### config.mk
export PLATFORM = sky130hd
export DESIGN_NAME = typec_attach_indicator_outputs
export DESIGN_NICKNAME = d
export VERILOG_FILES = /design/src/typec_attach_indicator_outputs.v /design/src/pin_sync.v
export VERILOG_INCLUDE_DIRS = /design/src
export SDC_FILE = /design/constraint.sdc
export NUM_CORES = 1
export LEC_CHECK = 0
export BUFFER_PORTS_ARGS = -buffer_cell sky130_fd_sc_hd__buf_2
export CAP_MARGIN = 20
export CORE_ASPECT_RATIO = 0.6
export CORE_MARGIN = 8
export CORE_UTILIZATION = 44
export CTS_BUF_LIST = sky130_fd_sc_hd__clkbuf_2
export DETAILED_ROUTE_END_ITERATION = 6
export MAX_ROUTING_LAYER = met4
export PLACE_DENSITY = 0.83
export SYNTH_ARGS = -nofsm -noshare
export SYNTH_HDL_FRONTEND = slang
export SYNTH_SLANG_ARGS = --single-unit
### constraint.sdc
create_clock -name aclk -period 2.1 [get_ports aclk]
set_input_delay 0.42 -clock aclk [delete_from_list [all_inputs] [get_ports aclk]]
set_output_delay 0.42 -clock aclk [all_outputs]
set_load 0.01 [all_outputs]
### src/attach_indicator_regs.vh
// Constants for the Type-C attach indicator block: register map, fields and encodings.
`ifndef ATTACH_INDICATOR_REGS_VH
`define ATTACH_INDICATOR_REGS_VH

// Byte addresses of the software registers.
`define AIR_CTRL_ADDR        4'h0
`define AIR_STATUS_ADDR      4'h4
// Address bits decoded by the slave.
`define AIR_ADDR_W           4

// Packed pin synchroniser word: width and idle pattern (enable low, fault input high).
`define AIR_PIN_W            11
`define AIR_PIN_IDLE         11'h200

// Control register fields and reset value.
`define AIR_CTRL_HOLD_BIT    0
`define AIR_CTRL_RESET       1'h0

// Status register field positions.
`define AIR_ST_ROLE_BIT      0
`define AIR_ST_ROLE_OK_BIT   1
`define AIR_ST_PROF_LSB      2
`define AIR_ST_CC1_LSB       4
`define AIR_ST_CC2_LSB       6
`define AIR_ST_ATTACH_BIT    8
`define AIR_ST_FLIP_BIT      9
`define AIR_ST_FAULT_BIT     10
`define AIR_ST_FAULTNOW_BIT  11
`define AIR_ST_OUT_LSB       12
`define AIR_ST_OUT_W         10

// Per-line classification codes while acting as source (downstream role).
`define CC_OPEN              2'h0
`define CC_SINK_RD           2'h1
`define CC_CABLE_RA          2'h2

// Per-line classification codes while acting as sink (upstream role).
`define CC_ADV_NONE          2'h0
`define CC_ADV_DEFAULT       2'h1
`define CC_ADV_MEDIUM        2'h2
`define CC_ADV_HIGH          2'h3

// Profile select codes; the last one selects the upstream role.
`define PROF_UPSTREAM        2'h3

// Settling cycles before the profile level is latched after reset.
`define AIR_SETTLE_CYCLES    2'h3

// AXI response codes.
`define AXI_RESP_OKAY        2'h0
`define AXI_RESP_SLVERR      2'h2
`define AXI_RESP_DECERR      2'h3

`endif

### src/typec_attach_indicator_outputs.v
// Type-C attach classification to indicator and control pins, with an AXI4-Lite register view.
//
// Added by the designer: the AXI4-Lite slave port and the placing of the registers.
`timescale 1ns/1ns
`include "attach_indicator_regs.vh"
module typec_attach_indicator_outputs (
  input  wire        aclk,
  input  wire        aresetn,
  // Pin side inputs, all asynchronous to aclk.
  input  wire        enable,
  input  wire        overcurrent_in_n,
  input  wire        vbus_level_monitor,
  input  wire        vbus_valid,
  input  wire [1:0]  profile_sel,
  input  wire [1:0]  cc1_class,
  input  wire [1:0]  cc2_class,
  // Push-pull outputs.
  output reg         vbus_supply_enable,
  output reg         audio_adapter,
  output reg         fault_latched_out,
  // Open-drain outputs: the pin is pulled low while its enable is high.
  output reg         plug_orientation_n_oe,
  output reg         cable_power_cc1_n_oe,
  output reg         cable_power_cc2_n_oe,
  output reg         connected_n_oe,
  output reg         default_current_ind_n_oe,
  output reg         medium_current_ind_n_oe,
  output reg         high_current_ind_n_oe,
  // AXI4-Lite slave.
  input  wire [31:0] s_axi_awaddr,
  input  wire        s_axi_awvalid,
  output wire        s_axi_awready,
  input  wire [31:0] s_axi_wdata,
  input  wire [3:0]  s_axi_wstrb,
  input  wire        s_axi_wvalid,
  output wire        s_axi_wready,
  output reg  [1:0]  s_axi_bresp,
  output reg         s_axi_bvalid,
  input  wire        s_axi_bready,
  input  wire [31:0] s_axi_araddr,
  input  wire        s_axi_arvalid,
  output wire        s_axi_arready,
  output reg  [31:0] s_axi_rdata,
  output reg  [1:0]  s_axi_rresp,
  output reg         s_axi_rvalid,
  input  wire        s_axi_rready
);

  // Synchronised copies of the pin inputs.
  wire [`AIR_PIN_W-1:0] pins_sync;  // Packed synchroniser output.
  wire        enable_s;         // Enable level.
  wire        overcurrent_n_s;  // Overcurrent input, low active.
  wire        ovp_s;            // VBUS monitor above its limit.
  wire        vbus_ok_s;        // VBUS in valid range.
  wire [1:0]  profile_s;        // Current profile select code.
  wire [1:0]  cc1_s;            // CC1 classification.
  wire [1:0]  cc2_s;            // CC2 classification.

  // Every pin passes two flops before use; idle levels are enable low, fault input high.
  // The levels on these pins come from other parts of the board with no common clock.
  // A two-bit code may show a mix of old and new bits for one cycle, so an output
  // may follow such a code for one cycle before it settles.
  pin_sync #(
    .WIDTH       (`AIR_PIN_W)
  ) u_pin_sync (
    .aclk        (aclk),
    .aresetn     (aresetn),
    .async_in    ({enable,              // Bit 10.
                   overcurrent_in_n,    // Bit 9.
                   vbus_level_monitor,  // Bit 8.
                   vbus_valid,          // Bit 7.
                   profile_sel,         // Bits 6 to 5.
                   cc1_class,           // Bits 4 to 3.
                   cc2_class,           // Bits 2 to 1.
                   1'b0}),              // Bit 0, padding.
    .reset_value (`AIR_PIN_IDLE),
    .sync_out    (pins_sync)
  );

  // Unpack the synchronised word, most significant field first.
  assign enable_s  = pins_sync[10];
  assign overcurrent_n_s = pins_sync[9];
  assign ovp_s     = pins_sync[8];
  assign vbus_ok_s = pins_sync[7];
  assign profile_s = pins_sync[6:5];
  assign cc1_s     = pins_sync[4:3];
  assign cc2_s     = pins_sync[2:1];
  // Bit 0 is unused padding kept so the reset pattern stays readable.

  // Role capture and fault state.
  reg  [1:0]  settle_reg;       // Counts cycles until synchronised pins are valid.
  reg         role_ok_reg;      // Role has been latched.
  reg         upstream_reg;     // Latched role: high for upstream facing.
  reg         enable_d_reg;     // Previous enable level for toggle detection.
  reg         fault_reg;        // Latched fault flag.
  reg         hold_reg;         // Software hold: forces the role outputs inactive.

  // Live fault condition from overcurrent or overvoltage.
  wire fault_now = ~overcurrent_n_s | ovp_s;
  // Any change of the enable level counts as a toggle.
  wire enable_toggle = enable_s ^ enable_d_reg;

  // The settle count lets both synchroniser stages fill with real pin levels, so the
  // role is never taken from the reset pattern of the profile bits.
  // The role is latched once after reset and never changes until the next reset.
  always @(posedge aclk) begin
    if (!aresetn) begin
      settle_reg   <= 2'h0;
      role_ok_reg  <= 1'b0;
      upstream_reg <= 1'b0;
    end else if (!role_ok_reg) begin
      if (settle_reg == `AIR_SETTLE_CYCLES) begin
        role_ok_reg  <= 1'b1;
        upstream_reg <= (profile_s == `PROF_UPSTREAM);
      end else begin
        // Still settling: count one more cycle.
        settle_reg <= settle_reg + 2'h1;
      end
    end
  end

  // Fault flag: a new fault wins over a clearing toggle in the same cycle.
  // The flag clears on a change of the enable level in either direction; an enable
  // pin that simply stays low or high never clears it.
  always @(posedge aclk) begin
    if (!aresetn) begin
      enable_d_reg <= 1'b0;
      fault_reg    <= 1'b0;
    end else begin
      // Remember the enable level to spot a change in the next cycle.
      enable_d_reg <= enable_s;
      if (fault_now) begin
        fault_reg <= 1'b1;
      end else if (enable_toggle) begin
        fault_reg <= 1'b0;
      end
    end
  end

  // Attachment classification from both lines, re-evaluated every cycle.
  // A line that shows the cable load is only powered when the other line carries
  // the sink, so a cable load alone never switches cable power on.
  // In the sink role the same two bits per line carry the advertised current.
  reg dn_attached;     // Exactly one line shows a sink.
  reg dn_flipped;      // The sink sits on CC2.
  reg dn_audio;        // Both lines show the cable load: audio accessory.
  reg dn_vconn1;       // Cable load on CC1 with sink on CC2.
  reg dn_vconn2;       // Cable load on CC2 with sink on CC1.
  reg [1:0] up_adv;    // Advertised current on the active line.
  reg up_attached;     // One line advertises a source and VBUS is valid.

  // Decode the two classifications for both roles.
  always @* begin
    dn_attached = (cc1_s == `CC_SINK_RD) ^ (cc2_s == `CC_SINK_RD);
    dn_flipped  = dn_attached && (cc2_s == `CC_SINK_RD);
    dn_audio    = (cc1_s == `CC_CABLE_RA) && (cc2_s == `CC_CABLE_RA);
    dn_vconn1   = dn_attached && dn_flipped && (cc1_s == `CC_CABLE_RA);
    dn_vconn2   = dn_attached && !dn_flipped && (cc2_s == `CC_CABLE_RA);
    // Only one line may carry an advert; two at once is not a valid attach.
    if (cc1_s != `CC_ADV_NONE && cc2_s == `CC_ADV_NONE) begin
      up_adv = cc1_s;
    end else if (cc2_s != `CC_ADV_NONE && cc1_s == `CC_ADV_NONE) begin
      up_adv = cc2_s;
    end else begin
      // No advert, or both lines advertising: treated as not attached.
      up_adv = `CC_ADV_NONE;
    end
    up_attached = (up_adv != `CC_ADV_NONE) && vbus_ok_s;
  end

  // The gate uses the live fault, not the flag, so the pins come back as soon as
  // the fault input is released while the fault indicator stays set.
  // Role outputs may be active only when enabled, fault free, role known and not held.
  wire run = role_ok_reg && enable_s && !fault_now && !hold_reg;
  wire run_dn = run && !upstream_reg;
  wire run_up = run && upstream_reg;

  // Every pin comes from a flop, so decode glitches within a cycle never reach
  // the board switches.
  // Registered pin outputs.
  always @(posedge aclk) begin
    if (!aresetn) begin
      // All pins released and the indicators low while in reset.
      vbus_supply_enable       <= 1'b0;
      audio_adapter            <= 1'b0;
      fault_latched_out        <= 1'b0;
      plug_orientation_n_oe    <= 1'b0;
      cable_power_cc1_n_oe     <= 1'b0;
      cable_power_cc2_n_oe     <= 1'b0;
      connected_n_oe           <= 1'b0;
      default_current_ind_n_oe <= 1'b0;
      medium_current_ind_n_oe  <= 1'b0;
      high_current_ind_n_oe    <= 1'b0;
    end else begin
      // The fault indicator follows the flag, including the cycle a fault arrives.
      fault_latched_out        <= fault_reg | fault_now;
      // Source role outputs.
      vbus_supply_enable       <= run_dn && dn_attached;
      plug_orientation_n_oe    <= run_dn && dn_flipped;
      cable_power_cc1_n_oe     <= run_dn && dn_vconn1;
      cable_power_cc2_n_oe     <= run_dn && dn_vconn2;
      audio_adapter            <= run_dn && dn_audio;
      // Sink role outputs.
      connected_n_oe           <= run_up && up_attached;
      // The advert code selects one indicator, so at most one is active.
      default_current_ind_n_oe <= run_up && up_attached
                                  && (up_adv == `CC_ADV_DEFAULT);
      medium_current_ind_n_oe  <= run_up && up_attached
                                  && (up_adv == `CC_ADV_MEDIUM);
      high_current_ind_n_oe    <= run_up && up_attached
                                  && (up_adv == `CC_ADV_HIGH);
    end
  end

  // AXI4-Lite write path: address and data are taken in either order.
  // The ready signals drop while a channel is held or a response waits, so a
  // second write cannot overtake the first.
  // Only the low address bits are decoded; higher bits alias onto the same words.
  reg        aw_full_reg;                // Write address held.
  reg        w_full_reg;                 // Write data held.
  reg [3:0]  aw_addr_reg;                // Held write address bits.
  reg [31:0] w_data_reg;                 // Held write data.
  reg [3:0]  w_strb_reg;                 // Held byte strobes.

  assign s_axi_awready = !aw_full_reg && !s_axi_bvalid;
  assign s_axi_wready  = !w_full_reg && !s_axi_bvalid;

  // Capture each write channel, then commit when both are present.
  always @(posedge aclk) begin
    if (!aresetn) begin
      aw_full_reg  <= 1'b0;
      w_full_reg   <= 1'b0;
      aw_addr_reg  <= 4'h0;
      w_data_reg   <= 32'h0000_0000;
      w_strb_reg   <= 4'h0;
      hold_reg     <= `AIR_CTRL_RESET;
      s_axi_bvalid <= 1'b0;
      s_axi_bresp  <= `AXI_RESP_OKAY;
    end else begin
      // Address channel.
      if (s_axi_awvalid && s_axi_awready) begin
        aw_full_reg <= 1'b1;
        aw_addr_reg <= s_axi_awaddr[`AIR_ADDR_W-1:0];
      end
      // Data channel.
      if (s_axi_wvalid && s_axi_wready) begin
        w_full_reg <= 1'b1;
        w_data_reg <= s_axi_wdata;
        w_strb_reg <= s_axi_wstrb;
      end
      if (aw_full_reg && w_full_reg) begin
        // Both halves present: perform the write and raise the response.
        aw_full_reg  <= 1'b0;
        w_full_reg   <= 1'b0;
        s_axi_bvalid <= 1'b1;
        if (aw_addr_reg == `AIR_CTRL_ADDR) begin
          s_axi_bresp <= `AXI_RESP_OKAY;
          // Byte lane zero carries the hold bit; the other lanes have no effect.
          if (w_strb_reg[0]) begin
            hold_reg <= w_data_reg[`AIR_CTRL_HOLD_BIT];
          end
        end else if (aw_addr_reg == `AIR_STATUS_ADDR) begin
          // Status is read only; the write is ignored but accepted.
          s_axi_bresp <= `AXI_RESP_OKAY;
        end else begin
          s_axi_bresp <= `AXI_RESP_DECERR;
        end
      end else if (s_axi_bvalid && s_axi_bready) begin
        // The master took the response; both channels open again next cycle.
        s_axi_bvalid <= 1'b0;
      end
    end
  end

  // Status word gathering role, lines, attach, fault and the driven outputs.
  // Bits above the output field read as zero. The view is live: it follows the
  // synchronised pins and the registered outputs.
  wire [31:0] status_word;
  assign status_word = {
    10'h000,
    high_current_ind_n_oe, medium_current_ind_n_oe, default_current_ind_n_oe,
    connected_n_oe, cable_power_cc2_n_oe, cable_power_cc1_n_oe,
    plug_orientation_n_oe, audio_adapter, vbus_supply_enable, fault_latched_out,
    fault_now, fault_reg,
    (upstream_reg ? 1'b0 : dn_flipped),
    (upstream_reg ? up_attached : dn_attached),
    cc2_s, cc1_s, profile_s, role_ok_reg, upstream_reg
  };

  // AXI4-Lite read path: one read at a time, answered the cycle after it is taken.
  // Reads have no side effect, so the status word may be polled freely.
  assign s_axi_arready = !s_axi_rvalid;

  // Decode the read address and hold the answer until the master takes it.
  always @(posedge aclk) begin
    if (!aresetn) begin
      s_axi_rvalid <= 1'b0;
      s_axi_rdata  <= 32'h0000_0000;
      s_axi_rresp  <= `AXI_RESP_OKAY;
    end else if (s_axi_arvalid && s_axi_arready) begin
      // Answer the address just taken; the data stands until the master takes it.
      s_axi_rvalid <= 1'b1;
      case (s_axi_araddr[`AIR_ADDR_W-1:0])
        `AIR_CTRL_ADDR: begin
          s_axi_rdata <= {31'h0000_0000, hold_reg};
          s_axi_rresp <= `AXI_RESP_OKAY;
        end
        `AIR_STATUS_ADDR: begin
          s_axi_rdata <= status_word;
          s_axi_rresp <= `AXI_RESP_OKAY;
        end
        default: begin
          // Unmapped words answer with a decode error and zero data.
          s_axi_rdata <= 32'h0000_0000;
          s_axi_rresp <= `AXI_RESP_DECERR;
        end
      endcase
    end else if (s_axi_rvalid && s_axi_rready) begin
      // Handshake done; arready rises again with rvalid low.
      s_axi_rvalid <= 1'b0;
    end
  end

endmodule // typec_attach_indicator_outputs

### src/pin_sync.v
// Two flip-flop synchroniser for a bus of asynchronous pin levels.
`timescale 1ns/1ns
module pin_sync #(
  parameter WIDTH = 1
) (
  input  wire             aclk,
  input  wire             aresetn,
  input  wire [WIDTH-1:0] async_in,
  input  wire [WIDTH-1:0] reset_value,
  output wire [WIDTH-1:0] sync_out
);

  // Each bit gets its own pair of flops; the first flop feeds only the second.
  genvar i;
  generate
    for (i = 0; i < WIDTH; i = i + 1) begin : g_bit
      reg meta_reg;  // First stage, may go metastable.
      reg safe_reg;  // Second stage, safe to read.
      // Reset loads constant idle levels chosen by the instantiating module.
      always @(posedge aclk) begin
        if (!aresetn) begin
          meta_reg <= reset_value[i];
          safe_reg <= reset_value[i];
        end else begin
          meta_reg <= async_in[i];
          safe_reg <= meta_reg;
        end
      end
      assign sync_out[i] = safe_reg;
    end
  endgenerate

endmodule // pin_sync

# Word level (Yosys, flattened, before mapping)
# Index checks and enable logic that the tools add are counted.
# word_totals
register_bits,83
# op_classes
n_reduce_logical,54
eq_ne,11
mux,16
add_sub_neg,1
bitwise,8
# ops
operator,n
$pmux W22 S2,1
$logic_and A1 B1 Y1,31
$eq A2 B2 Y1 const B,6
$reduce_bool A2 Y1,6
$mux W1,10
$mux W2,5
$eq A4 B3 Y1 const B,2
$logic_not A1 Y1,8
$logic_not A4 Y1,2
$eq A2 B1 Y1 const B,3
$logic_not A2 Y1,2
$not A1 Y1,4
$reduce_and A2 Y1,2
$reduce_or A2 Y1,2
$reduce_and A3 Y1,1
$add A2 B1 Y2 const B,1
$or A1 B1 Y1,2
$xor A1 B1 Y1,2

# Logic depth before layout (Yosys ltp)
# depth
word_depth,8
depth_mapped,6
mapped_depth_nobuf,5

# Modules after synthesis
# A second synthesis with hierarchy kept.
# unflattened
hier_cells,273
area_unflattened_um2,2899.0
# modules_own_cells
mod,cells_per_inst,n_inst,area_per_inst_um2
typec_attach_indicator_outputs,216,1,2105.8
pin_sync,57,1,793.3

# Worst setup path after synthesis
# No wires, ideal clock.
# synth_timing
path_type,in2reg
startpoint,input port aresetn
endpoint,register medium_current_ind_n_oe
setup_ns,0.088
t_required_ns,2.012
path_slack_ns,0.287
arrival_ns,1.725
path_stages,5
path_buffers,1
path_cell_list,buf_4 -> nand2_2 -> or4_4 -> or3b_4 -> nor4_4
# synth_rtl
element,line,text
from (decl),typec_attach_indicator_outputs.v:8,"input wire aresetn,"
to (signal assigned),typec_attach_indicator_outputs.v:208,medium_current_ind_n_oe <= run_up && up_attached
to (decl),typec_attach_indicator_outputs.v:27,"output reg medium_current_ind_n_oe,"

# Final worst setup path
# layout_timing
startpoint,register role_ok_reg
endpoint,register default_current_ind_n_oe
# layout_between
elab_chain_cells,6
# layout_rtl
element,line,text
from (decl),typec_attach_indicator_outputs.v:92,reg role_ok_reg;
from (signal assigned),typec_attach_indicator_outputs.v:109,role_ok_reg <= 1'b0;
from (signal assigned),typec_attach_indicator_outputs.v:113,role_ok_reg <= 1'b1;
$logic_and A1 B1 Y1 (3 in series),typec_attach_indicator_outputs.v:174,wire run = role_ok_reg && enable_s && !fault_now && !hold_reg;
$logic_and A1 B1 Y1,typec_attach_indicator_outputs.v:176,wire run_up = run && upstream_reg;
$logic_and A1 B1 Y1 (2 in series),typec_attach_indicator_outputs.v:206,default_current_ind_n_oe <= run_up && up_attached
to (signal assigned),typec_attach_indicator_outputs.v:206,
to (decl),typec_attach_indicator_outputs.v:26,"output reg default_current_ind_n_oe,"
# Every way passes these cells.
# A chain may end at the register's enable or synchronous reset.

==> results.cfg <==
[status]
status = completed

[detailed_routing]
route.detailed.drc = 0
vias_per_cell = 4.56
vias = 1859
ant_nets = 0
wirelength_um = 5150
drt_pass1_iterations = 4
avgRoutedWirePerCell_um = 12.6
drt_iter0_drc = 63

[logic_synthesis]
synthMuxAreaShare_pct = 3.07
synth_cell_types = 35
synth_seq_cells = 71
synth_top_family_by_area = simple AND/OR/NAND/NOR gates
netlist_instances = 258
syn_area_um2 = 2650
synth_fa_ha_area_share_pct = 1.42
synth-compound-area-share_pct = 9.65
synth.avg_cell_area_um2 = 10.3
synth_simple_gate_area_share_pct = 23.4
yosysSeqAreaShare_pct = 53.7
synth-xor-area-share_pct = 1.66
ys_warn_count = 0

[clocking]
htreeDepth = 3
clkSinkCount = 71
insertion_delay_ns = 0.49
post_cts_resized = 0
cts.reportedPaths.clkPinSlew_ns = 0.18
ctsHoldBuffers = 0
postCtsSetupRepairBufs = 0
cts_tree = done
clock_path_buffers = 2
cts-buffers-inserted = 9
root_buffer = clkbuf_2

[timing]
hold_violations = 0
period_share_pct = 84.6
max_freq_ghz = 0.563
final_max_slew_viol_count = 0
period_needed_ns = 1.78
fin_tns_setup_ns = 0
setup_viol = 0
rsz0062_at_grt = no
skew_ns = 0.0144

[cells_and_area]
nFillCells = 577
layout_common_cells = dfxtp_1, buf_2, nor2b_1
drive_gt1_share_pct = 27.9
final_common_cell = dfxtp_1
multi_input_area_um2 = 1070
largest_reg_flops = 22
area_delta_synth_final_pct = 15.8
regArea_um2 = 1420
final_nets = 439

[critical_path]
crit_type = reg -> reg
worst_ep_required_time_ns = 2.51
critPathMaxFanout = 4
arrival_ns = 2.18
crit_path_end_kind = flop
start_kind = flop

[hold_path]
worstHoldPathType = in -> reg

[power_and_ir_drop]
ir_worst_vdd_v = 0.000278
leakagePower_uw = 0.00136
powerDensity_nw_per_um2 = 738
power_uw = 2260

[global_route]
first_global_vias = 1815
grt_pass1_wl_um = 8430
grt_usage_pct = 12.5
grt-busiest-layer = met2
antenna_found_initial = 0
grtUsageMet3_pct = 6.57
grt.met2_usage_pct = 18.6
overflow = 0
grt_max_degree = 63
use_met1_pct = 14.2

[place]
dp_hpwl_um = 3860
portBuffers = 67
globalplace.congestion = 0.726

[die]
die-area_um2 = 8830
die_w_um = 116
io_pins = 168
core_um2 = 5950
die_h_um = 76.1
start_util_pct = 44.5
rows = 22

[job]
maxCapViolations = 0
## routing by layer
metal  wire [um]  share of wire, %
met2        2320                45
met5           0                 0
met1        2250                44
met4          48              0.93
met3         532                10
## cell families (layout without fill, tap and decap cells)
family                     after synthesis  count (layout)
and+or+nand+nor                         99              99
DFF                                     71              71
buffers and inverters                   36              92
AOI/OAI and AO/OA                       35              35
muxes                                    8               8
xor gates and xnor gates                 5               5
adders and majority gates                3               3
other                                    1              11
## metrics by stage
stage	instance area, um2	worst slack [ns]	hold slack (ns)	cells	utilization (%)
CTS	3060	0.314	0.0465	407	51.5
global route	3060	0.257	0.0413	407	51.5
floorplan	2680	0.287	0.386	267	-
detailed placement	2980	0.235	0.409	392	50.2
global placement	2980	0.266	0.394	392	50.2
finish	3060	0.324	0.100	408	51.5
## synth_stat cells
library cell,instances,area share (%)
dfxtp_1,71,54
nor2b_1,32,7.6
and2_1,23,5.4
a22oi_1,19,5.4
clkbuf_1,16,2.3
buf_4,13,3.7
nor2_1,10,1.4
nand2_1,9,1.3
inv_1,7,0.99
mux2i_1,7,2.6
nand2b_1,7,1.7
o21a_1,4,1.1
a21boi_0,3,0.85
a21oi_1,3,0.57
and3_1,3,0.71
ha_1,3,1.4
xnor2_1,3,0.99
and4_1,2,0.66
nand3_1,2,0.38
nor3_1,2,0.38
nor4_4,2,1.6
o211a_1,2,0.76
o21ai_0,2,0.38
xor2_1,2,0.66
a31oi_1,1,0.24
a32oi_1,1,0.33
and4b_1,1,0.38
conb_1,1,0.14
mux2_2,1,0.43
nand2_2,1,0.24
nor3b_1,1,0.28
nor4_1,1,0.24
or3b_4,1,0.43
or4_1,1,0.28
or4_4,1,0.43
## where the power goes
group          total (uW)  switching [uW]  internal (uW)
Sequential           1450            41.0           1410
Combinational         229             120            109
Clock                 581             436            144
## critical path, stage by stage (launching register included)
cell,delay [ns]
dfxtp_1,0.40
inv_1,0.09
or4_4,0.54
or3b_4,0.46
nor4_4,0.21
## cell type report
type,instances,area share [%]
timing repair buffer,70,11.7
multi-input combinational,160,35.0
antenna,1,0.0817
clock buffer,10,1.63
inverter,7,0.858
tap,84,3.43
clock inverter,5,0.858
sequential,71,46.4
## final timing paths
path / from / depth (start not counted) / slack [ns] / to
hold reg to reg: u_pin_sync.g_bit[1].meta_reg$_SDFF_PN0_ / 1 / 0.44 / u_pin_sync.g_bit[1].safe_reg$_SDFF_PN0_
hold / removal: overcurrent_in_n / 2 / 0.10 / u_pin_sync.g_bit[9].meta_reg$_SDFF_PN1_
setup / recovery: role_ok_reg$_SDFF_PN0_ / 4 / 0.32 / default_current_ind_n_oe$_SDFF_PN0_
setup reg to reg: role_ok_reg$_SDFF_PN0_ / 4 / 0.32 / default_current_ind_n_oe$_SDFF_PN0_
(Power assumes the default switching activity.)
